### config.mk
export PLATFORM = sky130hd
export DESIGN_NAME = cedu_unit
export DESIGN_NICKNAME = d
export VERILOG_FILES = /design/src/verilog/cedu_pkg.sv /design/src/verilog/cedu_unit.sv
export VERILOG_INCLUDE_DIRS = /design/src /design/src/verilog
export SDC_FILE = /design/constraint.sdc
export NUM_CORES = 1
export LEC_CHECK = 0
export BUFFER_PORTS_ARGS = -buffer_cell sky130_fd_sc_hd__buf_2
export CAP_MARGIN = 10
export CELL_PAD_IN_SITES_DETAIL_PLACEMENT = 0
export CELL_PAD_IN_SITES_GLOBAL_PLACEMENT = 1
export CORE_MARGIN = 2
export CORE_UTILIZATION = 45
export CTS_CLUSTER_SIZE = 24
export DETAILED_ROUTE_END_ITERATION = 8
export PLACE_DENSITY = 0.87
export SLEW_MARGIN = 20
export SYNTH_ARGS = -nofsm -noshare
export SYNTH_HDL_FRONTEND = slang
export SYNTH_SLANG_ARGS = --single-unit
### constraint.sdc
create_clock -name SYS_CLK -period 13.65 [get_ports SYS_CLK]
set_input_delay 0.6825 -clock SYS_CLK [delete_from_list [all_inputs] [get_ports SYS_CLK]]
set_output_delay 0.6825 -clock SYS_CLK [all_outputs]
set_load 0.05 [all_outputs]
### src/verilog/cedu_defines.svh
/*
  Constants of the exception detect unit: register map, field
  positions, reset values, opcode groups and cause codes.
  Assumes inclusion by bare name from the package; the unit sees the macros from there.
*/
`ifndef CEDU_DEFINES_SVH
`define CEDU_DEFINES_SVH

// ==========================================================
// register word addresses
`define CEDU_A_STATUS  4'h0
`define CEDU_A_CAUSE   4'h1
`define CEDU_A_EPC     4'h2
`define CEDU_A_WLO     4'h3
`define CEDU_A_WHI     4'h4
`define CEDU_A_COUNT   4'h5
`define CEDU_A_COMPARE 4'h6
`define CEDU_A_PERF0   4'h7
`define CEDU_A_PERF1   4'h8

// ==========================================================
// status fields, reset value and writable bits
`define CEDU_STATUS_RST 32'h0000_0004
`define CEDU_ST_WMASK   32'hF100_FFFF
`define CEDU_ST_IE  0
`define CEDU_ST_EXL 1
`define CEDU_ST_ERL 2
`define CEDU_ST_KSU 4:3
`define CEDU_ST_UX  5
`define CEDU_ST_SX  6
`define CEDU_ST_KX  7
`define CEDU_ST_IM  15:8
`define CEDU_ST_FX  24
`define CEDU_ST_CU  31:28
`define CEDU_KSU_KERN  2'h0
`define CEDU_KSU_SUPER 2'h1
`define CEDU_KSU_USER  2'h2

// ==========================================================
// cause, watch and counter fields
`define CEDU_CA_BD  31
`define CEDU_CA_CE  29:28
`define CEDU_CA_IP  15:8
`define CEDU_CA_SW  9:8
`define CEDU_CA_EXC 6:2
`define CEDU_WL_ADDR  31:3
`define CEDU_WL_LOAD  1
`define CEDU_WL_STORE 0
`define CEDU_WH_ADDR  7:0
`define CEDU_PA_LO    31:3
`define CEDU_PA_HI    39:32
`define CEDU_OVF      31
`define CEDU_IP_TIMER 7

// ==========================================================
// instruction fields and opcode groups
`define CEDU_OP 31:26
`define CEDU_FN 5:0
`define CEDU_RT 20:16
`define CEDU_OPC_SPECIAL 6'h00
`define CEDU_OPC_REG_IMMEDIATE_GROUP  6'h01
`define CEDU_OPC_FPX     6'h13
`define CEDU_COPZ_GRP    4'h4
`define CEDU_LSC_GRP     2'h3
`define CEDU_MAJOR_OK   64'hF7FF_FFFF_0FFF_FFFF
`define CEDU_SPECIAL_OK 64'hDD5F_FCFF_FFDF_BFDF
`define CEDU_REG_IMMEDIATE_GROUP_OK  32'h000F_5F0F

// ==========================================================
// exception codes
`define CEDU_EXC_INT   5'h00
`define CEDU_EXC_RI    5'h0A
`define CEDU_EXC_CPU   5'h0B
`define CEDU_EXC_FPE   5'h0F
`define CEDU_EXC_WATCH 5'h17

`endif

### src/verilog/cedu_pkg.sv
/*
  Types of the exception detect unit: the retiring instruction
  record, the exception record and the watch deferral states.
  Assumes cedu_defines.svh on the include path.
*/
`default_nettype none

package cedu_pkg;
  `include "cedu_defines.svh"

  // ========================================================
  // one instruction at the retire point
  typedef struct packed {
    logic        valid;
    logic [31:0] word;
    logic [31:0] pc;
    logic [31:0] branch_pc;
    logic        delay_slot;
    logic        op64;
    logic        is_load;
    logic        is_store;
    logic        is_cache;
    logic        cacheable;
    logic        dc_miss;
    logic [39:0] paddr;
    logic        fp_exc;
  } cedu_instr_t;

  // exception taken, one cycle after its instruction
  typedef struct packed {
    logic        take;
    logic [4:0]  code;
    logic [31:0] pc;
    logic        bd;
    logic [1:0]  ce;
  } cedu_exc_t;

  typedef enum logic [1:0] {
    CEDU_W_IDLE = 2'b01,
    CEDU_W_PEND = 2'b10
  } cedu_wstate_t;
endpackage

`default_nettype wire

### src/verilog/cedu_unit.sv
/*
  Exception detect unit: checks each retiring instruction for
  reserved, coprocessor, float, watch and interrupt exceptions
  and keeps status, cause, epc, watch and timer registers.
  Assumes the pipeline presents one instruction record per
  cycle on SYS_CLK and flushes when EXC.take is seen.
*/
// Added by the designer: the address-and-strobe port and the register addresses.
`default_nettype none

// Behaviour
// - undefined major opcode raises reserved-instruction exception.
// - undefined special function code raises reserved exception.
// - undefined reg-immediate sub-opcode raises reserved exception.
// - user/supervisor 32-bit addressing makes 64-bit ops reserved.
// - kernel mode always accepts 64-bit ops, whatever KX holds.
// - indexed float op without newer level enabled is reserved.
// - reserved exception records the reserved-operation code.
// - epc is instruction address, or branch address in slot.
// - unusable coprocessor 1/2, or 0 outside kernel, faults.
// - coprocessor fault records code and referenced unit.
// - float fault from coprocessor records float code, unmaskable.
// - load/store hitting watch address faults per enabled type.
// - watched cacheable miss still fills; else cache unchanged.
// - cache-maintenance instructions never raise a new watch; a pending one still goes out.
// - watch hit under exl/erl executes and waits pending.
// - pending watch dropped on reset or watch-low write.
// - eight masked interrupt lines, all gated by global enable.
// - pending field shows the live request lines.
// - bit 7 set on count equal compare or counter overflow.
// - compare write clears timer; zero overflow clears counter.
// - software clears soft requests writing zero; taken late.
// - reset clears external requests in bits 2 to 6.
// - delay-slot flag set beside the adjusted epc.
module cedu_unit
  import cedu_pkg::*;
(
  input  wire logic        SYS_CLK,
  input  wire logic        RST_B,
  input  wire logic [3:0]  REG_ADDR,
  input  wire logic [31:0] REG_WDATA,
  input  wire logic        REG_WR,
  input  wire logic        REG_RD,
  output logic      [31:0] REG_RDATA,
  input  wire cedu_instr_t INSTR,
  input  wire logic [4:0]  IRQ_EXT,
  input  wire logic [1:0]  PERF_EVENT,
  output cedu_exc_t        EXC,
  output logic             CACHE_KEEP,
  output logic             FILL_GO
);

  localparam logic [63:0] MAJOR_OK = `CEDU_MAJOR_OK;
  localparam logic [63:0] SPEC_OK  = `CEDU_SPECIAL_OK;
  localparam logic [31:0] RIMM_OK  = `CEDU_REG_IMMEDIATE_GROUP_OK;

  // ========================================================
  // reset release
  logic rst_meta;
  logic rst_sync_b;

  always_ff @(posedge SYS_CLK or negedge RST_B) begin
    if (!RST_B) begin
      rst_meta   <= 1'b0;
      rst_sync_b <= 1'b0;
    end else begin
      rst_meta   <= 1'b1;
      rst_sync_b <= rst_meta;
    end
  end

  // ========================================================
  // external request lines, two flops from the pins
  logic [4:0] irq_meta;
  logic [4:0] irq_sync;

  always_ff @(posedge SYS_CLK or negedge rst_sync_b) begin
    if (!rst_sync_b) begin
      irq_meta <= 5'h00;
      irq_sync <= 5'h00;
    end else begin
      irq_meta <= IRQ_EXT;
      irq_sync <= irq_meta;
    end
  end

  // ========================================================
  // registers and write decode
  logic [31:0]  status;
  logic [31:0]  exception_return_pc;
  logic [31:0]  wlo;
  logic [31:0]  whi;
  logic [31:0]  count;
  logic [31:0]  compare;
  logic [31:0]  perf0;
  logic [31:0]  perf1;
  logic [4:0]   exc_code;
  logic         bd;
  logic [1:0]   ce;
  logic [1:0]   sw_ip;
  logic         timer_flag;
  cedu_wstate_t wstate;
  cedu_wstate_t next_wstate;

  logic wr_status;
  logic wr_cause;
  logic wr_wlo;
  logic wr_cmp;

  assign wr_status = REG_WR && REG_ADDR == `CEDU_A_STATUS;
  assign wr_cause  = REG_WR && REG_ADDR == `CEDU_A_CAUSE;
  assign wr_wlo    = REG_WR && REG_ADDR == `CEDU_A_WLO;
  assign wr_cmp    = REG_WR && REG_ADDR == `CEDU_A_COMPARE;

  // ========================================================
  // decode of the retiring instruction
  logic [5:0] op;
  logic       lvl;
  logic       kern;
  logic       addr32;
  logic       ri_major;
  logic       ri_spec;
  logic       ri_rimm;
  logic       ri_64;
  logic       ri_fx;
  logic       ri_hit;
  logic       cop_ref;
  logic [1:0] cop_unit;
  logic [3:0] cu_bits;
  logic       cpu_hit;
  logic       fpe_hit;
  logic       w_match;
  logic       watch_hit;
  logic       pend_go;
  logic [7:0] ip;
  logic       int_hit;

  assign op   = INSTR.word[`CEDU_OP];
  assign lvl  = status[`CEDU_ST_EXL] | status[`CEDU_ST_ERL];
  // exl/erl force kernel privilege, so KX plays no part here
  assign kern = status[`CEDU_ST_KSU] == `CEDU_KSU_KERN | lvl;
  assign addr32 =
    (status[`CEDU_ST_KSU] == `CEDU_KSU_USER & !status[`CEDU_ST_UX]) |
    (status[`CEDU_ST_KSU] == `CEDU_KSU_SUPER & !status[`CEDU_ST_SX]);

  // reserved-instruction sources
  assign ri_major = !MAJOR_OK[op];
  assign ri_spec  = op == `CEDU_OPC_SPECIAL &&
                    !SPEC_OK[INSTR.word[`CEDU_FN]];
  assign ri_rimm  = op == `CEDU_OPC_REG_IMMEDIATE_GROUP &&
                    !RIMM_OK[INSTR.word[`CEDU_RT]];
  assign ri_64    = INSTR.op64 & !kern & addr32;
  assign ri_fx    = op == `CEDU_OPC_FPX &&
                    !status[`CEDU_ST_FX];
  assign ri_hit   = INSTR.valid &
                    (ri_major | ri_spec | ri_rimm | ri_64 | ri_fx);

  // coprocessor reference: cop group or cop load/store
  always_comb begin
    cop_ref  = 1'b0;
    cop_unit = op[1:0];
    if (op[5:2] == `CEDU_COPZ_GRP) begin
      cop_ref = 1'b1;
      if (op == `CEDU_OPC_FPX) begin
        cop_unit = 2'h1;
      end
    end else if (op[5:4] == `CEDU_LSC_GRP) begin
      cop_ref = op[1:0] != 2'h0 && op[1:0] != 2'h3;
    end
  end

  // unit 0 needs no mark in kernel mode
  assign cu_bits = status[`CEDU_ST_CU];
  assign cpu_hit = INSTR.valid & cop_ref &
                   !cu_bits[cop_unit] &
                   !(cop_unit == 2'h0 & kern);
  assign fpe_hit = INSTR.valid & INSTR.fp_exc;

  // cache ops are excluded before any address compare
  assign w_match =
    INSTR.paddr[`CEDU_PA_LO] == wlo[`CEDU_WL_ADDR] &&
    INSTR.paddr[`CEDU_PA_HI] == whi[`CEDU_WH_ADDR];
  assign watch_hit = INSTR.valid & !INSTR.is_cache & w_match &
    ((INSTR.is_load & wlo[`CEDU_WL_LOAD]) |
     (INSTR.is_store & wlo[`CEDU_WL_STORE]));
  // deferred watch goes out on the first instruction with exl and erl clear
  assign pend_go = INSTR.valid & wstate == CEDU_W_PEND &
                   !lvl;

  // live pending field; bit 7 internal
  assign ip = {timer_flag | perf0[`CEDU_OVF] | perf1[`CEDU_OVF],
               irq_sync, sw_ip};
  // soft requests wait for the next retiring instruction
  assign int_hit = INSTR.valid & status[`CEDU_ST_IE] & !lvl &
                   |(ip & status[`CEDU_ST_IM]);

  // ========================================================
  // priority: one exception, one code
  logic       take;
  logic [4:0] code;
  logic       watch_now;
  logic       defer_set;
  logic [31:0] epc_src;

  always_comb begin
    take = 1'b1;
    code = `CEDU_EXC_INT;
    if (ri_hit) begin
      code = `CEDU_EXC_RI;
    end else if (cpu_hit) begin
      code = `CEDU_EXC_CPU;
    end else if (fpe_hit) begin
      code = `CEDU_EXC_FPE;
    end else if ((watch_hit & !lvl) | pend_go) begin
      code = `CEDU_EXC_WATCH;
    end else if (!int_hit) begin
      take = 1'b0;
    end
  end

  assign watch_now = watch_hit & !lvl & !ri_hit & !cpu_hit &
                     !fpe_hit;
  assign defer_set = watch_hit & lvl & !ri_hit & !cpu_hit &
                     !fpe_hit;
  assign epc_src = INSTR.delay_slot ? INSTR.branch_pc :
                   INSTR.pc;

  // ========================================================
  // watch deferral
  always_comb begin
    next_wstate = wstate;
    case (wstate)
      CEDU_W_IDLE: begin
        next_wstate = CEDU_W_IDLE;
      end
      CEDU_W_PEND: begin
        if (pend_go && code == `CEDU_EXC_WATCH) begin
          next_wstate = CEDU_W_IDLE;
        end
      end
      default: begin
        next_wstate = CEDU_W_IDLE;
      end
    endcase
    if (wr_wlo) begin
      next_wstate = CEDU_W_IDLE;
    end
    // a new deferral beats a same-cycle discard
    if (defer_set) begin
      next_wstate = CEDU_W_PEND;
    end
  end

  always_ff @(posedge SYS_CLK or negedge rst_sync_b) begin
    if (!rst_sync_b) begin
      wstate <= CEDU_W_IDLE;
    end else begin
      wstate <= next_wstate;
    end
  end

  // ========================================================
  // status: exception entry sets exl over a software write
  always_ff @(posedge SYS_CLK or negedge rst_sync_b) begin
    if (!rst_sync_b) begin
      status <= `CEDU_STATUS_RST;
    end else begin
      if (wr_status) begin
        status <= REG_WDATA & `CEDU_ST_WMASK;
      end
      if (take) begin
        status[`CEDU_ST_EXL] <= 1'b1;
      end
    end
  end

  // ========================================================
  // cause code, slot flag, unit and epc
  always_ff @(posedge SYS_CLK or negedge rst_sync_b) begin
    if (!rst_sync_b) begin
      exc_code <= `CEDU_EXC_INT;
      bd       <= 1'b0;
      ce       <= 2'h0;
      exception_return_pc      <= 32'h0000_0000;
    end else if (take) begin
      exc_code <= code;
      if (code == `CEDU_EXC_CPU) begin
        ce <= cop_unit;
      end
      // nested entry keeps the first return point
      if (!status[`CEDU_ST_EXL]) begin
        exception_return_pc <= epc_src;
        bd  <= INSTR.delay_slot;
      end
    end else if (REG_WR && REG_ADDR == `CEDU_A_EPC) begin
      exception_return_pc <= REG_WDATA;
    end
  end

  // software requests: written 1 sets, 0 clears
  always_ff @(posedge SYS_CLK or negedge rst_sync_b) begin
    if (!rst_sync_b) begin
      sw_ip <= 2'h0;
    end else if (wr_cause) begin
      sw_ip <= REG_WDATA[`CEDU_CA_SW];
    end
  end

  // ========================================================
  // watch address registers
  always_ff @(posedge SYS_CLK or negedge rst_sync_b) begin
    if (!rst_sync_b) begin
      wlo <= 32'h0000_0000;
      whi <= 32'h0000_0000;
    end else begin
      if (wr_wlo) begin
        wlo <= REG_WDATA;
      end
      if (REG_WR && REG_ADDR == `CEDU_A_WHI) begin
        whi <= {24'h00_0000, REG_WDATA[`CEDU_WH_ADDR]};
      end
    end
  end

  // ========================================================
  // timer: count runs every cycle it is not written, flag sticky
  always_ff @(posedge SYS_CLK or negedge rst_sync_b) begin
    if (!rst_sync_b) begin
      count      <= 32'h0000_0000;
      compare    <= 32'h0000_0000;
      timer_flag <= 1'b0;
    end else begin
      if (REG_WR && REG_ADDR == `CEDU_A_COUNT) begin
        count <= REG_WDATA;
      end else begin
        count <= count + 32'h0000_0001;
      end
      if (wr_cmp) begin
        compare <= REG_WDATA;
      end
      // a match in the write cycle still sets the flag
      if (count == compare) begin
        timer_flag <= 1'b1;
      end else if (wr_cmp) begin
        timer_flag <= 1'b0;
      end
    end
  end

  // ========================================================
  // performance counters; bit 31 is the overflow flag
  logic [31:0] perf0_base;
  logic [31:0] perf1_base;

  assign perf0_base = (REG_WR && REG_ADDR == `CEDU_A_PERF0) ?
                      REG_WDATA : perf0;
  assign perf1_base = (REG_WR && REG_ADDR == `CEDU_A_PERF1) ?
                      REG_WDATA : perf1;

  // events add on top of a write so none is lost
  always_ff @(posedge SYS_CLK or negedge rst_sync_b) begin
    if (!rst_sync_b) begin
      perf0 <= 32'h0000_0000;
      perf1 <= 32'h0000_0000;
    end else begin
      perf0 <= perf0_base + {31'h0, PERF_EVENT[0]};
      perf1 <= perf1_base + {31'h0, PERF_EVENT[1]};
    end
  end

  // ========================================================
  // exception record and cache effect to the pipeline
  always_ff @(posedge SYS_CLK or negedge rst_sync_b) begin
    if (!rst_sync_b) begin
      EXC        <= '0;
      CACHE_KEEP <= 1'b0;
      FILL_GO    <= 1'b0;
    end else begin
      EXC.take <= take;
      EXC.code <= code;
      EXC.pc   <= epc_src;
      EXC.bd   <= INSTR.delay_slot;
      EXC.ce   <= cop_unit;
      // only a cacheable miss may still move a line
      CACHE_KEEP <= watch_now &
                    !(INSTR.cacheable & INSTR.dc_miss);
      FILL_GO    <= watch_now & INSTR.cacheable &
                    INSTR.dc_miss;
    end
  end

  // ========================================================
  // register read, data in the cycle after the strobe
  always_ff @(posedge SYS_CLK or negedge rst_sync_b) begin
    if (!rst_sync_b) begin
      REG_RDATA <= 32'h0000_0000;
    end else if (REG_RD) begin
      case (REG_ADDR)
        `CEDU_A_STATUS:  REG_RDATA <= status;
        `CEDU_A_CAUSE: begin
          REG_RDATA <= 32'h0000_0000;
          REG_RDATA[`CEDU_CA_BD]  <= bd;
          REG_RDATA[`CEDU_CA_CE]  <= ce;
          REG_RDATA[`CEDU_CA_IP]  <= ip;
          REG_RDATA[`CEDU_CA_EXC] <= exc_code;
        end
        `CEDU_A_EPC:     REG_RDATA <= exception_return_pc;
        `CEDU_A_WLO:     REG_RDATA <= wlo;
        `CEDU_A_WHI:     REG_RDATA <= whi;
        `CEDU_A_COUNT:   REG_RDATA <= count;
        `CEDU_A_COMPARE: REG_RDATA <= compare;
        `CEDU_A_PERF0:   REG_RDATA <= perf0;
        `CEDU_A_PERF1:   REG_RDATA <= perf1;
        default:         REG_RDATA <= 32'h0000_0000;
      endcase
    end
  end
endmodule

`default_nettype wire
==> impl_metrics.yaml, run 1 <==
setup_path:
  cp.arrival_ps: 4430
  crit_family: "simple AND/OR/NAND/NOR gates"
  startpoint_type: "register"
  crit_type: "reg -> reg"
  slowest_stage: "a31oi_4"
  crit_top_cell: "nand4_1"
  slowest_delay_ps: 840
  end_kind: "register"
  path_buf_inv: 0
  worstPathCellList: "xnor2_1 -> nand4_1 -> nor4_1 -> nand4_1 -> and2_4 -> a31oi_4 -> mux2_4"
  required_ps: 14080
  critPathMaxFanout: 33
clocking:
  htreeDepth: 2
  clkSlewWorstSetupHoldPaths_ps: 60
  clockBufferDepth: 3
  ctsResizeCount: 0
  cts_made_buffers: 36
  root_buffer: "clkbuf_16"
  insertion_delay_ps: 540
  cts_tree: "done"
  clock_sinks: 321
synth:
  ys_seq_elements: 321
  synth.distinct_cells: 71
  avgSynthCellArea_um2: 10.1
  synth_warnings: 0
  synth-async-reset-ratio: 1.00
  synthesis.area_um2: 17400
  synthCells: 1717
  synth_seq_area_share: 0.463
  synth-edff-count: 0
  synth_fp_nets: 1918
  synth-main-ff-cell: "dfrtp_1"
cells_and_area:
  final_area_um2: 20300
  instances_no_fill: 2445
  area_growth_pct: 16.9
  layout_common_cells: "dfrtp_1, buf_2, nand2_1, mux2_2"
  layout_commonest_cell: "dfrtp_1"
  layout.nets: 2105
  nFillCells: 3490
  layout-drive-gt1-share: 0.259
  final_util: 0.536
grt:
  grt_usage: 0.296
  grtUsageMet1: 0.421
  busiest_layer: "met2"
  grtUsageMet3: 0.0644
  grt_use_met2: 0.434
  grt_pass1_vias: 14900
  antenna_found_initial: 2
  grt_first_pass_wirelength_mm: 91.5
  grt_max_degree: 179
  grt-ovfl-total: 0
power_and_ir_drop:
  p_per_area_nw_per_um2: 157
  power_mw: 3.19
  max-vdd-ir-drop_uv: 76.3
  p_leak_nw: 8.55
worst_hold_path:
  hp-class: "in -> reg"
timing:
  worst_pin_slew_ps: 1190
  final_max_slew_viol_count: 0
  fin_crit_ps: 4010
  setup_viol: 0
  setup_slack_ps: 9640
  rsz0062_at_grt: "false"
  timing.final.crit_share: 0.293
  clock_skew_ps: 29.7
  fmax_mhz: 250
  fin_setup_tns_ps: 0
  max-slew-margin-rel: 0.208
  whs_ps: 266
  final_hold_viol_count: 0
die:
  num_rows: 71
  pin_count: 267
  die_w_um: 200
  die_height_um: 200
  die_area_um2: 40200
  start_util: 0.459
  core_um2: 37800
placement:
  placed_area_um2: 19000
  gp_congestion: 0.992
  place_ws_ps: 9330
  hpwlAfterDp_mm: 43.7
  numPortBuffers: 247
  dp.cells: 2376
detailed_routing:
  first_iter_violations: 1802
  via_per_inst: 6.20
  drc: 0
  drt_pass1_iterations: 5
  ant_nets: 0
  vias: 15200
  wl_per_cell_um: 24.6
  routed_wl_mm: 60.0
job:
  max_cap_violations: 0
outcome:
  status: "complete, no violations"
-- final timing paths --
path / start / endpoint / slack [ps] / cells past startpoint
setup reg to reg: whi[4] / bd / 9640 / 7
hold reg to reg: irq_meta[4] / irq_sync[4] / 330 / 0
min in group asynchronous: rst_sync_b / EXC[2] / 440 / 0
setup / recovery: whi[4] / bd / 9640 / 7
hold / removal: IRQ_EXT[1] / irq_meta[1] / 270 / 1
max in group asynchronous: rst_sync_b / perf0[28] / 10840 / 2
-- cells by family after synthesis --
group,share of synthesized area
simple gates,0.141
buf+inv,0.0419
other cells,0.000216
flops,0.463
mux,0.118
fa+ha+maj,0.00648
compound gates,0.146
xor+xnor,0.0837
-- power breakdown --
part / leakage [nW] / switching (mW) / internal [mW]
Combinational: 3.96 / 0.398 / 0.290
Sequential: 3.95 / 0.285 / 1.16
Clock: 0.639 / 0.406 / 0.651
Total: 8.55 / 1.09 / 2.10
-- registers in the layout, indices dropped and copies added (netlist names), 8 cells and up --
register / cells
perf0: 32
exception_return_pc: 32
status: 21
EXC: 41
REG_RDATA: 32
compare: 32
count: 32
whi: 8
wlo: 32
perf1: 32
-- cell usage after synthesis, types with 4 or more instances --
cell        n  area share
dfrtp_1   319        0.46
nand2_1   148       0.032
mux2_2    131       0.085
clkbuf_1  101       0.022
o21ai_0   101       0.029
xor2_1    101       0.051
nand3_1    83       0.024
o211ai_1   65       0.028
xnor2_1    65       0.033
a22oi_1    63       0.027
nor2_1     60       0.013
mux2i_1    56       0.032
inv_1      54       0.012
nand4_1    43       0.015
and3_1     32       0.012
o22ai_1    29       0.010
nor3_1     26      0.0075
a21oi_1    20      0.0058
nor4_1     19      0.0068
a221oi_1   16      0.0081
nand2b_1   15      0.0054
a222oi_1   14      0.0081
nor2b_1    14      0.0050
buf_2      11      0.0032
and2_1     10      0.0036
buf_1       9      0.0019
ha_1        9      0.0065
a31oi_1     7      0.0025
or3_1       7      0.0025
a21o_1      5      0.0022
and4_1      5      0.0025
a31o_2      4      0.0020
and4b_1     4      0.0023
buf_6       4      0.0026
nor3b_1     4      0.0017
o21ai_1     4      0.0012
o31ai_1     4      0.0017
-- cell type report --
cell class	count	area, µm²	area share
diodes	2	5.00	0.000247
clock buffers	58	1140	0.0564
clock inverters	8	151	0.00746
inverters	56	210	0.0104
multi-input cells	1214	8650	0.426
flip-flops and latches	321	8040	0.396
well taps	511	639	0.0315
repair buffers	275	1460	0.0720
-- per-layer routing --
layer / vias to the layer above / wire length, µm / share of wire
met3: 151 / 6040 / 0.10
met5: - / 0 / 0
li1: 6612 / - / -
met2: 832 / 25900 / 0.43
met1: 7568 / 25300 / 0.42
met4: 0 / 2820 / 0.047
-- timing repair --
item | in CTS | in global routing
hold buffers | 1 | 0
setup buffers | 0 | 0
endpoints found under the hold margin | 2 | 0
No activity file was read; power rests on OpenSTA's default activity.
==> run 2: changes to the inputs <==
--- a/config.mk
+++ b/config.mk
@@ -11,10 +11,10 @@
 export CELL_PAD_IN_SITES_DETAIL_PLACEMENT = 0
 export CELL_PAD_IN_SITES_GLOBAL_PLACEMENT = 1
 export CORE_MARGIN = 2
-export CORE_UTILIZATION = 45
+export CORE_UTILIZATION = 40
 export CTS_CLUSTER_SIZE = 24
 export DETAILED_ROUTE_END_ITERATION = 8
-export PLACE_DENSITY = 0.87
+export PLACE_DENSITY = 0.82
 export SLEW_MARGIN = 20
 export SYNTH_ARGS = -nofsm -noshare
 export SYNTH_HDL_FRONTEND = slang
==> constraint.sdc (replaced) <==
create_clock -name SYS_CLK -period 3.45 [get_ports SYS_CLK]
set_input_delay 0.1725 -clock SYS_CLK [delete_from_list [all_inputs] [get_ports SYS_CLK]]
set_output_delay 0.1725 -clock SYS_CLK [all_outputs]
set_load 0.05 [all_outputs]
==> impl_metrics.yaml, run 2 (synthesis gave the netlist of run 1 again) <==
clocking:
  insertion_delay_ps: 540
  cts_setup_buffers: 0
  htreeDepth: 2
  clock_sinks: 321
  clkSlewWorstSetupHoldPaths_ps: 60
  cts_tree: "done"
  cts_made_buffers: 36
  root_buffer: "clkbuf_16"
  clockBufferDepth: 3
detailed_routing:
  drc: 0
  wl_per_cell_um: 24.3
  drt_pass1_iterations: 6
  vias: 15300
  routed_wl_mm: 63.9
  via_per_inst: 5.82
  ant_nets: 0
  first_iter_violations: 1893
setup_path:
  cp.arrival_ps: 3440
  r2r_end: "CACHE_KEEP"
  critPathMaxFanout: 5
  r2r-start: "wlo[26]"
  reg2regPathDepth: 8
  crit_type: "reg -> reg"
  end_kind: "register"
  required_ps: 3920
  rrSetupSlack_ps: 480
  startpoint_type: "register"
timing:
  worst_pin_slew_ps: 1020
  max-slew-margin-rel: 0.317
  fin_crit_ps: 2970
  rsz0062_at_grt: "false"
  final_max_slew_viol_count: 0
  setup_slack_ps: 477
  timing.final.crit_share: 0.862
  setup_viol: 0
  final_hold_viol_count: 0
  whs_ps: 9.29
  fin_setup_tns_ps: 0
  clock_skew_ps: 9.35
  fmax_mhz: 336
placement:
  hpwlAfterDp_mm: 46.2
  place_ws_ps: 376
  gp_congestion: 0.932
  numPortBuffers: 247
power_and_ir_drop:
  p_per_area_nw_per_um2: 579
  max-vdd-ir-drop_uv: 306
  p_leak_nw: 9.02
  power_mw: 12.4
cells_and_area:
  layout_common_cells: "dfrtp_1, buf_2, nand2_1, mux2_2"
  area_growth_pct: 23.5
  final_util: 0.499
  layout_commonest_cell: "dfrtp_1"
  layout.nets: 2220
  layout-drive-gt1-share: 0.255
  largest_reg_flops: 41
  regMostFlops: "EXC"
die:
  core_um2: 43000
  die_height_um: 212
  num_rows: 76
  start_util: 0.404
  pin_count: 267
  die_w_um: 212
  die_area_um2: 45100
grt:
  grt_pass1_vias: 15200
  busiest_layer: "met2"
  grt-ovfl-total: 0
  antenna_found_initial: 5
  grt_first_pass_wirelength_mm: 95.5
  grt_usage: 0.284
  grt_use_met2: 0.435
  grtUsageMet1: 0.386
  grt_max_degree: 60
  grtUsageMet3: 0.0713
worst_hold_path:
  hp-class: "in -> reg"
  min_from: "INSTR[142]"
  min_path_cells: 3
  min_to: "EXC[0]"
outcome:
  status: "complete, no violations"
job:
  max_cap_violations: 0
==> run 2: where the power goes <==
part           total (mW)  switching [mW]  internal, mW
Sequential           5.67            1.07          4.60
Clock                3.84            1.58          2.26
Combinational        2.90            1.65          1.25
Total                12.4            4.29          8.11
==> run 2: critical path, stage by stage, from the launching register on <==
cell           delay, ps
dfrtp_1              410
xor2_1               250
nor4_1               600
and4b_1              290
nand4_1              100
buf_4                180
or3_1                380
a21oi_1              130
dlygate4sd3_1        570
==> run 2: area by class of cell <==
| class | count | area (µm²) |
|---|---|---|
| Antenna cell | 2 | 5.00 |
| Clock buffer | 59 | 1110 |
| Clock inverter | 4 | 45.0 |
| Fill cell | 4021 | 21500 |
| Inverter | 56 | 210 |
| Multi-Input combinational cell | 1214 | 8650 |
| Sequential cell | 321 | 8040 |
| Tap cell | 585 | 732 |
| Timing Repair Buffer | 390 | 2650 |
==> run 2: per-stage QoR <==
stage / instance area, µm² / instances
finish: 21400 / 2631
global route: 21400 / 2629
CTS: 21400 / 2629
detailed placement: 19400 / 2480
global placement: 19400 / 2480
floorplan: 17400 / 1717
==> run 2: routing by layer <==
| metal | up-vias | share of wire |
|---|---|---|
| met4 | 4 | 0.039 |
| met3 | 119 | 0.099 |
| met5 | - | 0.00028 |
| met1 | 7606 | 0.41 |
| met2 | 752 | 0.45 |
| li1 | 6841 | - |
==> run 2: worst max path at each step <==
stage | from | cells after the start | slack [ps] | endpoint
3_5_place_dp | REG_ADDR[3] | 12 | 380 | perf0[30]
4_1_cts | wlo[26] | 8 | 460 | CACHE_KEEP
5_1_grt | status[24] | 8 | 370 | CACHE_KEEP
6_report | wlo[26] | 8 | 480 | CACHE_KEEP
3_3_place_gp | REG_ADDR[3] | 12 | 520 | perf0[30]
2_1_floorplan | REG_ADDR[1] | 16 | 110 | perf1[26]
==> run 2: timing repair <==
action,in CTS,in global routing
resized for setup,0,0
endpoints found under the hold margin,55,0
hold buffers,86,0
